**src/rtl/vsi_map.svh**
```systemverilog
// Register map, field positions, reset values and timing counts of the angle-jump stage
`ifndef VSI_MAP_SVH
`define VSI_MAP_SVH
// Timing
`define VSI_CLK_HZ 10000000
`define VSI_HIST_MS 40
`define VSI_HIST_DEPTH 8
`define VSI_SAMPLE_CYC (((`VSI_CLK_HZ) / 1000) * (`VSI_HIST_MS) / (`VSI_HIST_DEPTH))
`define VSI_STEP_MS 10
`define VSI_SAMPLES_PER_STEP (((`VSI_STEP_MS) * (`VSI_HIST_DEPTH)) / (`VSI_HIST_MS))
// Unit scaling
`define VSI_BAM_PER_DEG 16'h00B6
`define VSI_CENTI_PER_HZ 17'h00064
`define VSI_DECI_PER_PCT 12'h00A
// Byte offsets
`define VSI_OFF_CTRL 8'h00
`define VSI_OFF_CFG 8'h04
`define VSI_OFF_RATED 8'h08
`define VSI_OFF_BMASK 8'h0C
`define VSI_OFF_STATUS 8'h10
`define VSI_OFF_ISTAT 8'h14
`define VSI_OFF_IMASK 8'h18
`define VSI_OFF_GRP_BASE 3'h1
// Fields
`define VSI_CTRL_EN 0
`define VSI_CTRL_GRP 1
`define VSI_CFG_FIXED 3
`define VSI_GA_THR 0
`define VSI_GA_FWIN 8
`define VSI_GA_VLO 16
`define VSI_GA_VHI 24
`define VSI_GB_DLY 0
`define VSI_GB_PLS 16
// Reset values
`define VSI_DEF_THR 8'h0A
`define VSI_DEF_FWIN 8'h03
`define VSI_DEF_VLO 8'h5A
`define VSI_DEF_VHI 8'h6E
`define VSI_DEF_DLY 16'h0014
`define VSI_DEF_PLS 16'h0014
`define VSI_DEF_RATED 16'h1388
`define VSI_GA_RST {`VSI_DEF_VHI, `VSI_DEF_VLO, `VSI_DEF_FWIN, `VSI_DEF_THR}
`define VSI_GB_RST {`VSI_DEF_PLS, `VSI_DEF_DLY}
`endif

```
**src/rtl/vsi_pkg.sv**
```systemverilog
// Types of the angle-jump stage
package vsi_pkg;
  typedef enum logic [1:0] {
    VSI_IDLE = 2'h0,
    VSI_PICK = 2'h1,
    VSI_TRIP = 2'h3
  } vsi_state_t;

  typedef enum logic [2:0] {
    MM_TLN = 3'h0,
    MM_TLN_LNY = 3'h1,
    MM_TLN_LLY = 3'h2,
    MM_TLN_RES = 3'h3,
    MM_TLLR = 3'h4,
    MM_TLLR_LNY = 3'h5,
    MM_TLLR_LLY = 3'h6,
    MM_NONE = 3'h7
  } vsi_meas_mode_t;

  typedef struct packed {
    vsi_state_t st;
    logic [12:0] tmr;
    logic [15:0] div;
    logic [1:0] sub;
    logic en;
    logic [1:0] grp;
    vsi_meas_mode_t mode;
    logic fixed;
    logic [15:0] rated;
    logic [7:0] bmask;
    logic [3:0][31:0] ga;
    logic [3:0][31:0] gb;
    logic [2:0] ists;
    logic [2:0] imask;
    logic ack;
    logic [31:0] dat;
    logic pick;
    logic op;
  } vsi_main_t;

  typedef struct packed {
    logic [7:0][15:0] hist;
    logic [2:0] ptr;
    logic full;
    logic [15:0] delta;
  } vsi_delta_t;
endpackage

```
**src/rtl/vsi_angle_if.sv**
```systemverilog
// Sample strobe, angle and angle change between the stage and its history unit
`timescale 1ns/1ps
`default_nettype none
interface vsi_angle_if;
  logic tick;
  logic [15:0] angle;
  logic [15:0] delta;
  modport src (output tick, output angle, input delta);
  modport sink (input tick, input angle, output delta);
endinterface
`default_nettype wire

```
**src/rtl/vsi_angle_delta.sv**
```systemverilog
// Angle history over the comparison span and absolute angle change
`timescale 1ns/1ps
`default_nettype none
module vsi_angle_delta
  import vsi_pkg::*;
(
  // Clock and reset
  input wire logic clk,
  input wire logic rst,
  // Angle samples in, change out
  vsi_angle_if.sink a
);
  vsi_delta_t s_q;
  vsi_delta_t s_d;
  logic [15:0] diff;

  // Binary angle: modular subtraction wraps through 360 degrees for free
  always_comb
  begin
    s_d = s_q;
    diff = a.angle - s_q.hist[s_q.ptr];
    if (a.tick)
    begin
      s_d.hist[s_q.ptr] = a.angle;
      s_d.ptr = s_q.ptr + 3'h1;
      s_d.full = s_q.full || (s_q.ptr == 3'h7);
      // Empty history would look like a huge jump, so report none
      s_d.delta = s_q.full ? (diff[15] ? 16'(-diff) : diff) : 16'h0000;
    end
  end

  always_ff @(posedge clk or posedge rst)
  begin
    if (rst)
      s_q <= '0;
    else
      s_q <= s_d;
  end

  assign a.delta = s_q.delta;
endmodule
`default_nettype wire

```
**src/rtl/vsi_stage.sv**
```systemverilog
// Angle-jump islanding stage with Wishbone register file
`timescale 1ns/1ps
`default_nettype none
`include "vsi_map.svh"
// Overview of operation
// - Common enable, off at reset, silences pickup and operate outputs
// - Active only for allowed modes and fixed adaptation
// - Angle change versus angle 40 ms earlier
// - Pickup when change exceeds group threshold
// - Pickup latched; operate after operate delay
// - Voltage, frequency or block cancels delay
// - Block fully resets the latched state
// - Frequency outside rated plus/minus window blocks
// - Rated frequency is the fixed RATED register setting
// - Voltage outside low/high limits blocks
// - Block from masked flags of other stages
module vsi_stage
  import vsi_pkg::*;
#(
  parameter int SAMPLE_CYCLES = `VSI_SAMPLE_CYC
)
(
  // Clock and reset
  input wire logic clk,
  input wire logic rst,
  // Wishbone classic slave
  input wire logic wb_cyc_i,
  input wire logic wb_stb_i,
  input wire logic wb_we_i,
  input wire logic [7:0] wb_adr_i,
  input wire logic [3:0] wb_sel_i,
  input wire logic [31:0] wb_dat_i,
  output logic [31:0] wb_dat_o,
  output logic wb_ack_o,
  // Measurement path
  input wire logic [15:0] seq_angle,
  input wire logic [15:0] meas_freq,
  input wire logic [11:0] positive_seq_voltage,
  input wire logic [7:0] stage_flags,
  // Stage outputs
  output logic angle_jump_pickup,
  output logic angle_jump_operate,
  output logic irq
);
  vsi_main_t s_q;
  vsi_main_t s_d;
  vsi_angle_if ang_if ();

  logic sample_tick;
  logic step_tick;
  logic avail;
  logic blk;
  logic freq_out;
  logic volt_out;
  logic inhibit;
  logic hit;
  logic hit_rst;
  logic wb_req;
  logic wr_go;
  logic [31:0] ga;
  logic [31:0] gb;
  logic [7:0] thr;
  logic [7:0] fwin;
  logic [7:0] vlo;
  logic [7:0] vhi;
  logic [12:0] dly;
  logic [12:0] pls;
  logic [16:0] fw;
  logic [31:0] wmask;
  logic [31:0] rd;
  logic [1:0] wg;
  logic [2:0] ev;

  // Sample divider: eight samples across the comparison span
  assign sample_tick = (s_q.div == 16'(SAMPLE_CYCLES - 1));
  assign step_tick = sample_tick && (s_q.sub == 2'(`VSI_SAMPLES_PER_STEP - 1));

  assign ang_if.tick = sample_tick;
  assign ang_if.angle = seq_angle;

  vsi_angle_delta vsi_angle_delta_i (
    .clk(clk),
    .rst(rst),
    .a(ang_if)
  );

  // Active group feeds every comparison
  assign ga = s_q.ga[s_q.grp];
  assign gb = s_q.gb[s_q.grp];
  assign thr = ga[`VSI_GA_THR +: 8];
  assign fwin = ga[`VSI_GA_FWIN +: 8];
  assign vlo = ga[`VSI_GA_VLO +: 8];
  assign vhi = ga[`VSI_GA_VHI +: 8];
  assign dly = gb[`VSI_GB_DLY +: 13];
  assign pls = gb[`VSI_GB_PLS +: 13];

  assign avail = s_q.fixed && (s_q.mode != MM_NONE);
  assign blk = |(stage_flags & s_q.bmask);
  assign fw = 17'(fwin) * `VSI_CENTI_PER_HZ;
  // Sums kept one bit wider so a large window cannot wrap
  assign freq_out = ({1'b0, meas_freq} + fw < {1'b0, s_q.rated})
    || ({1'b0, meas_freq} > {1'b0, s_q.rated} + fw);
  assign volt_out = (positive_seq_voltage < 12'(vlo) * `VSI_DECI_PER_PCT)
    || (positive_seq_voltage > 12'(vhi) * `VSI_DECI_PER_PCT);
  assign inhibit = blk || freq_out || volt_out;
  assign hit = ang_if.delta > 16'(thr) * `VSI_BAM_PER_DEG;

  assign wb_req = wb_cyc_i && wb_stb_i;
  assign wr_go = wb_req && s_q.ack && wb_we_i;
  assign wg = wb_adr_i[4:3];

  // Byte lanes to bit mask
  genvar gi;
  generate
    for (gi = 0; gi < 4; gi++)
    begin : g_lane
      assign wmask[gi*8 +: 8] = {8{wb_sel_i[gi]}};
    end
  endgenerate

  always_comb
  begin
    rd = 32'h0000_0000;
    if (wb_adr_i[7:5] == `VSI_OFF_GRP_BASE)
      rd = wb_adr_i[2] ? s_q.gb[wg] : s_q.ga[wg];
    else
    begin
      case (wb_adr_i)
        `VSI_OFF_CTRL: rd = {29'h0, s_q.grp, s_q.en};
        `VSI_OFF_CFG: rd = {28'h0, s_q.fixed, s_q.mode};
        `VSI_OFF_RATED: rd = {16'h0000, s_q.rated};
        `VSI_OFF_BMASK: rd = {24'h0, s_q.bmask};
        `VSI_OFF_STATUS: rd = {ang_if.delta, 10'h0, blk, volt_out, freq_out, avail,
          s_q.op, s_q.pick};
        `VSI_OFF_ISTAT: rd = {29'h0, s_q.ists};
        `VSI_OFF_IMASK: rd = {29'h0, s_q.imask};
        default: rd = 32'h0000_0000;
      endcase
    end
  end

  always_comb
  begin
    s_d = s_q;
    hit_rst = 1'b0;
    s_d.div = sample_tick ? 16'h0000 : s_q.div + 16'h0001;
    if (sample_tick)
      s_d.sub = step_tick ? 2'h0 : s_q.sub + 2'h1;

    case (s_q.st)
      VSI_IDLE:
      begin
        if (hit && !inhibit)
        begin
          s_d.st = VSI_PICK;
          s_d.tmr = 13'h0000;
        end
      end
      VSI_PICK:
      begin
        // Jump is a one-shot event, so pickup holds without it
        if (inhibit)
        begin
          s_d.st = VSI_IDLE;
          hit_rst = 1'b1;
        end
        else if (step_tick)
        begin
          if (s_q.tmr + 13'h0001 >= dly)
          begin
            s_d.st = VSI_TRIP;
            s_d.tmr = 13'h0000;
          end
          else
            s_d.tmr = s_q.tmr + 13'h0001;
        end
      end
      VSI_TRIP:
      begin
        if (blk)
        begin
          s_d.st = VSI_IDLE;
          hit_rst = 1'b1;
        end
        else if (step_tick)
        begin
          if (s_q.tmr + 13'h0001 >= pls)
            s_d.st = VSI_IDLE;
          else
            s_d.tmr = s_q.tmr + 13'h0001;
        end
      end
      default: s_d.st = VSI_IDLE;
    endcase
    if (!s_q.en || !avail)
      s_d.st = VSI_IDLE;
    s_d.pick = (s_d.st != VSI_IDLE);
    s_d.op = (s_d.st == VSI_TRIP);

    // Register bus: one wait state; a write lands at the edge where the master sees ack
    s_d.ack = wb_req && !s_q.ack;
    if (wb_req && !s_q.ack)
      s_d.dat = rd;
    if (wr_go)
    begin
      if (wb_adr_i[7:5] == `VSI_OFF_GRP_BASE)
      begin
        if (wb_adr_i[2])
          s_d.gb[wg] = (s_q.gb[wg] & ~wmask) | (wb_dat_i & wmask);
        else
          s_d.ga[wg] = (s_q.ga[wg] & ~wmask) | (wb_dat_i & wmask);
      end
      else
      begin
        case (wb_adr_i)
          `VSI_OFF_CTRL:
          begin
            if (wb_sel_i[0])
            begin
              s_d.en = wb_dat_i[`VSI_CTRL_EN];
              s_d.grp = wb_dat_i[`VSI_CTRL_GRP +: 2];
            end
          end
          `VSI_OFF_CFG:
          begin
            if (wb_sel_i[0])
            begin
              s_d.mode = vsi_meas_mode_t'(wb_dat_i[2:0]);
              s_d.fixed = wb_dat_i[`VSI_CFG_FIXED];
            end
          end
          `VSI_OFF_RATED: s_d.rated = (s_q.rated & ~wmask[15:0]) | (wb_dat_i[15:0] & wmask[15:0]);
          `VSI_OFF_BMASK: s_d.bmask = (s_q.bmask & ~wmask[7:0]) | (wb_dat_i[7:0] & wmask[7:0]);
          `VSI_OFF_ISTAT: s_d.ists = s_q.ists & ~(wb_dat_i[2:0] & wmask[2:0]);
          `VSI_OFF_IMASK: s_d.imask = (s_q.imask & ~wmask[2:0]) | (wb_dat_i[2:0] & wmask[2:0]);
          default: s_d.ists = s_d.ists;
        endcase
      end
    end
    // Applied after the clear so a same-cycle event is kept
    ev = {hit_rst, s_d.op && !s_q.op, s_d.pick && !s_q.pick};
    s_d.ists = s_d.ists | ev;
  end

  always_ff @(posedge clk or posedge rst)
  begin
    if (rst)
    begin
      s_q <= '0;
      s_q.ga <= {4{`VSI_GA_RST}};
      s_q.gb <= {4{`VSI_GB_RST}};
      s_q.rated <= `VSI_DEF_RATED;
      s_q.fixed <= 1'b1;
      s_q.mode <= MM_TLN;
    end
    else
      s_q <= s_d;
  end

  assign wb_dat_o = s_q.dat;
  assign wb_ack_o = s_q.ack;
  assign angle_jump_pickup = s_q.pick;
  assign angle_jump_operate = s_q.op;
  assign irq = |(s_q.ists & s_q.imask);
endmodule
`default_nettype wire

```
**config.mk**
```make
export PLATFORM = sky130hd
export DESIGN_NAME = vsi_stage
export DESIGN_NICKNAME = d
export VERILOG_FILES = /design/src/rtl/vsi_pkg.sv /design/src/rtl/vsi_angle_if.sv /design/src/rtl/vsi_angle_delta.sv /design/src/rtl/vsi_stage.sv
export VERILOG_INCLUDE_DIRS = /design/src /design/src/rtl
export SDC_FILE = /design/constraint.sdc
export NUM_CORES = 2
export LEC_CHECK = 0
export BUFFER_PORTS_ARGS = -buffer_cell sky130_fd_sc_hd__buf_4
export CELL_PAD_IN_SITES_DETAIL_PLACEMENT = 2
export CELL_PAD_IN_SITES_GLOBAL_PLACEMENT = 2
export CORE_AREA = 2 2 326 328
export CTS_CLUSTER_DIAMETER = 40
export CTS_CLUSTER_SIZE = 8
export DETAILED_ROUTE_END_ITERATION = 8
export DIE_AREA = 0 0 328 330
export HOLD_SLACK_MARGIN = 0.06
export PLACE_DENSITY = 0.61
export SETUP_SLACK_MARGIN = 0.3
export SLEW_MARGIN = 25
export SYNTH_ARGS = -nofsm -noshare
export SYNTH_HDL_FRONTEND = slang
export SYNTH_SLANG_ARGS = --single-unit
```
**constraint.sdc**
```tcl
create_clock -name clk -period 38 [get_ports clk]
set_input_delay 7.6 -clock clk [delete_from_list [all_inputs] [get_ports clk]]
set_output_delay 7.6 -clock clk [all_outputs]
set_load 0.01 [all_outputs]
```
# Word-level counts from Yosys, hierarchy flattened

Cells that the tools add are included.

Flip-flop bits (word level): 509
Bits of input ports: 101

Mux-type cells: 45
Reductions and logical operators: 37
$add $sub $neg: 8
Magnitude comparators: 12
Bitwise logic cells: 25
Equal/unequal tests: 20
Multiply operators: 4

Operators by type and width:

| kind                                                                   | number |
|---|---|
| 128-bit bitwise mux                                                    | 3 |
| 32-bit binary-select mux with 2-bit select                             | 4 |
| 32-bit one-hot mux with 7 select lines                                 | 1 |
| 32-bit 2-to-1 mux                                                      | 6 |
| 32-bit AND                                                             | 3 |
| 16-bit 2-to-1 mux                                                      | 5 |
| 32-bit demux with 2-bit select                                         | 1 |
| 32-bit OR                                                              | 2 |
| 13-bit 2-to-1 mux                                                      | 4 |
| 16-bit binary-select mux with 3-bit select                             | 1 |
| 16-bit demux with 3-bit select                                         | 1 |
| 15-bit 2-to-1 mux                                                      | 3 |
| 13-bit one-hot mux with 3 select lines                                 | 1 |
| 16-bit by 15-bit adder with 17-bit output                              | 2 |
| 16-bit AND                                                             | 2 |
| 32-bit inverter                                                        | 1 |
| 29-bit 2-to-1 mux                                                      | 1 |
| 13-bit greater-or-equal comparator                                     | 2 |
| 8-bit AND                                                              | 3 |
| 8-bit by 5-bit equality test with 1-bit output (second input constant) | 3 |
| 8-bit by 3-bit multiplier with 11-bit output (second input constant)   | 2 |
| 16-bit by 17-bit greater-than comparator with 1-bit output             | 1 |
| 17-bit by 16-bit less-than comparator with 1-bit output                | 1 |
| 16-bit by 1-bit adder with 16-bit output (second input constant)       | 1 |
| 49 further kinds                                                       | 97 |

# Longest topological paths before layout

Depth in word-level cells: 16
Mapped depth: 33
Gate-level depth less buffers: 29

# Cells and area by module

From an unflattened synthesis, not the netlist that was laid out.

Cells, all modules: 2976
Area total of the unflattened synthesis: 31661.6 sq um

Modules (own cells, without submodules):

| module          | sequential area each (sq um) | area each (sq um) | instances | cells each |
|---|---|---|---|---|
| vsi_stage       | 9126.3                       | 23835.4           | 1         | 2383 |
| vsi_angle_delta | 3703.6                       | 7826.3            | 1         | 593 |

# Worst setup path after synthesis

No wires, ideal clock.

Path type: input to register
Start: in meas_freq[2]
End: reg s_q[38] in the netlist's numbering
Path buffers: 0
Data arrival time: 11198 ps
Library setup time: 121 ps
Setup slack: 26681 ps
Stages on the path: 19
Cells stage by stage: ha_1 fa_1 a211oi_1 o21ai_0 nand3_1 nand3b_1 and2_1 o21a_1 nor2_1 xnor2_1 ha_1 a2111oi_0 nand3_1 o211ai_1 nand3_1 and3_1 o21ai_0 a21oi_1 a22o_1

RTL lines:

| element     | line            | source |
|---|---|---|
| from (decl) | vsi_stage.sv:37 | `input wire logic [15:0] meas_freq,` |
| to (decl)   | vsi_stage.sv:45 | `vsi_main_t s_q;` |

==> flow_summary.toml <==
[timing]
setup_violations = 0
finalMaxSlewViolations = 0
min_period_ps = 11840
finalCritPeriodShare_pct = 31.2
max_freq_ghz = 0.0844
finalClockSkew_ps = 59.1
finalHoldViolCount = 0
slew_headroom_pct = 29.6
rsz0062_at_grt = "false"
tns_ps = 0
worstMarginPinSlew_ps = 1050

[hold_path]
hp-class = "register to register"

[floorplanning]
io_pins = 137
die_h_um = 330
core_sq_um = 105000
rows = 119
die_area_sq_um = 108000
fp.dieW_um = 328
start_util_pct = 29.8

[grt]
grt.overflow.total = 0
grt_max_degree = 109
grt_pass1_vias = 28000
grt_usage_pct = 20.9
antenna_found_initial = 3
grt_pass1_wl_mm = 174

[cells_and_area]
fillerInstances = 11000
drive_gt1_share_pct = 24.9
finalNetCount = 3392
final_cell_area_sq_um = 37400
syn_to_final_growth_pct = 19.8

[power]
p_leak_uw = 0.0166
ir_drop_mv = 0.0342
power_density_nw_per_um2 = 47.1

[route]
viasPerCell = 5.32
finalWirelength_mm = 111
vias = 24100
wl_per_cell_um = 24.5
antenna_left = 0
dr.first_iter.drc_count = 1167
drtPass1Iterations = 5
drcViolationCount = 0

[cts]
cts-htree-levels = 3
clock_sinks = 509
cts.repair.resized = 0
cts_setup_buffers = 0
clock_latency_ps = 690
holdBufCountCts = 0
cts-root-buf = "clkbuf_16"
path_clk_slew_ps = 50
cts_tree = "built"
cts_buffers = 109
clockBufferDepth = 3

[run_status]
status = "finished clean"

[worst_setup_path]
cp.arrival_ps = 12400
critPathRequiredTime_ps = 38560
critPathKind = "input pin to register"
end_kind = "register"
start_kind = "input pin"
critPathMaxFanout = 4

[synthesis]
ys_seq_area_share_pct = 41.1
syn_inst = 2931
synth_ff_type = "dfrtp_1"
syn_avg_cell_area_sq_um = 10.7
asyncSetResetFlopFracSynth_pct = 100
synth_fp_nets = 3282
synth_edf_count = 0
synth_area_sq_um = 31200
ys_ff_latch = 509
yosysWarnings = 0
synth.distinct_cells = 85

[placement]
place_area_sq_um = 33500
post-dp-hpwl_mm = 78.5
numPortBuffers = 136
place_congestion = 0.822

[run]
maxCapViolCount = 0
==> metal layers <==
layer	GRT usage (%)	vias up	wire length [um]
li1	-	10800	-
met1	26.2	12700	47800
met2	36.8	383	56300
met3	3.04	167	3480
met4	6.80	0	3250
met5	0	-	0
==> cell usage after synthesis, types with 22 or more instances <==
master | instances | area (sq um)
dfrtp_1 | 435 | 10900
nand3_1 | 44 | 220
buf_1 | 22 | 82.6
inv_1 | 146 | 548
dfstp_2 | 74 | 1940
xnor2_1 | 47 | 412
o21ai_0 | 235 | 1180
mux2_2 | 144 | 1620
clkbuf_1 | 113 | 424
fa_1 | 22 | 440
mux2i_1 | 79 | 791
nand2_1 | 327 | 1230
mux4_2 | 154 | 3470
a21oi_1 | 244 | 1220
ha_1 | 228 | 2850
xor2_1 | 32 | 280
nor3_1 | 40 | 200
nor2_1 | 203 | 762
buf_4 | 32 | 240
a21o_1 | 31 | 233
==> cell usage in the layout (no fill, tap or decap), types with 11 or more instances in the layout <==
| master | instances |
|---|---|
| o21a_1 | 16 |
| o21ai_0 | 235 |
| nor2b_1 | 18 |
| xor2_1 | 32 |
| mux2i_1 | 79 |
| nand2b_1 | 11 |
| clkbuf_8 | 21 |
| clkbuf_16 | 110 |
| xnor2_1 | 47 |
| fa_1 | 22 |
| nand2_1 | 325 |
| a21o_1 | 31 |
| nand3_1 | 44 |
| nor2_1 | 199 |
| bufinv_16 | 14 |
| or2_2 | 12 |
| clkbuf_1 | 21 |
| clkinv_2 | 18 |
| a31oi_1 | 12 |
| mux4_2 | 154 |
| ha_1 | 228 |
| dfrtp_1 | 432 |
| dfstp_2 | 74 |
| nand4_1 | 21 |
| and3_1 | 13 |
| buf_4 | 173 |
| o21bai_1 | 15 |
| inv_1 | 145 |
| and2_1 | 11 |
| nor3_1 | 37 |
| a21oi_1 | 244 |
| mux2_2 | 144 |
==> stage by stage <==
| stage | setup WS, ps | utilization [%] | cells | total power (uW) | hold slack [ps] |
|---|---|---|---|---|---|
| 2_1_floorplan | 16310 | - | 2931 | 704 | 425 |
| 3_3_place_gp | 25530 | 32.0 | 4320 | 771 | 438 |
| 3_5_place_dp | 25450 | 32.0 | 4320 | 785 | 460 |
| 4_1_cts | 26160 | 35.7 | 4523 | 1790 | 466 |
| 5_1_grt | 25730 | 35.7 | 4526 | 1840 | 488 |
| 6_report | 26160 | 35.8 | 4527 | 1760 | 457 |
==> critical path: stages <==
cell	delay [ps]
buf_4	130
ha_1	230
fa_1	430
a211oi_1	380
o21ai_0	240
nand3_1	140
nand3b_1	110
and2_1	200
o21a_1	170
nor2_1	120
xnor2_1	140
ha_1	260
a2111oi_0	630
nand3_1	140
o211ai_1	190
nand3_1	390
and3_1	370
o21ai_0	120
a21oi_1	130
a22o_1	280
==> final timing paths <==
kind | end | cells past startpoint | slack, ps | start
setup / recovery | s_q[38] | 20 | 26160 | meas_freq[2]
hold / removal | s_q[330] | 1 | 460 | s_q[330]
setup reg to reg | s_q[350] | 24 | 29220 | s_q[325]
hold reg to reg | s_q[330] | 1 | 460 | s_q[330]
max in group asynchronous | s_q[84] | 4 | 28700 | rst
min in group asynchronous | s_q[102] | 2 | 7090 | rst
==> sequential cells by signal, indices dropped and copies added (netlist names), named ones only <==
signal,count
wb_ack_o,1
angle_jump_pickup,1
vsi_angle_delta_i.s_q,132
s_q,299
angle_jump_operate,1
wb_dat_o,32
vsi_angle_delta_i.a.delta,16
==> power by group <==
part           internal (uW)  total (uW)  switching, uW
logic                   81.3         211            130
registers                555         563           8.05
clock network            664         987            323
==> logic make-up after synthesis <==
group	count (synthesis)	share of synthesized area [%]
muxes	378	18.9
adders and majority gates	250	10.5
AOI/OAI and AO/OA	651	12.3
buffers and inverters	325	4.46
and+or+nand+nor	738	10.4
DFF	509	41.1
xor gates and xnor gates	80	2.27
==> final cells by class <==
| cell class | count | area, sq um | share of cell area [%] |
|---|---|---|---|
| inverters | 148 | 563 | 1.50 |
| flip-flops and latches | 509 | 12800 | 34.3 |
| diodes | 3 | 7.51 | 0.0201 |
| clock buffers | 152 | 3120 | 8.34 |
| well taps | 1391 | 1740 | 4.65 |
| multi-input cells | 2097 | 17100 | 45.7 |
| repair buffers | 176 | 1350 | 3.60 |
| clock inverters | 51 | 712 | 1.90 |
No activity file was read; power rests on OpenSTA's default activity.
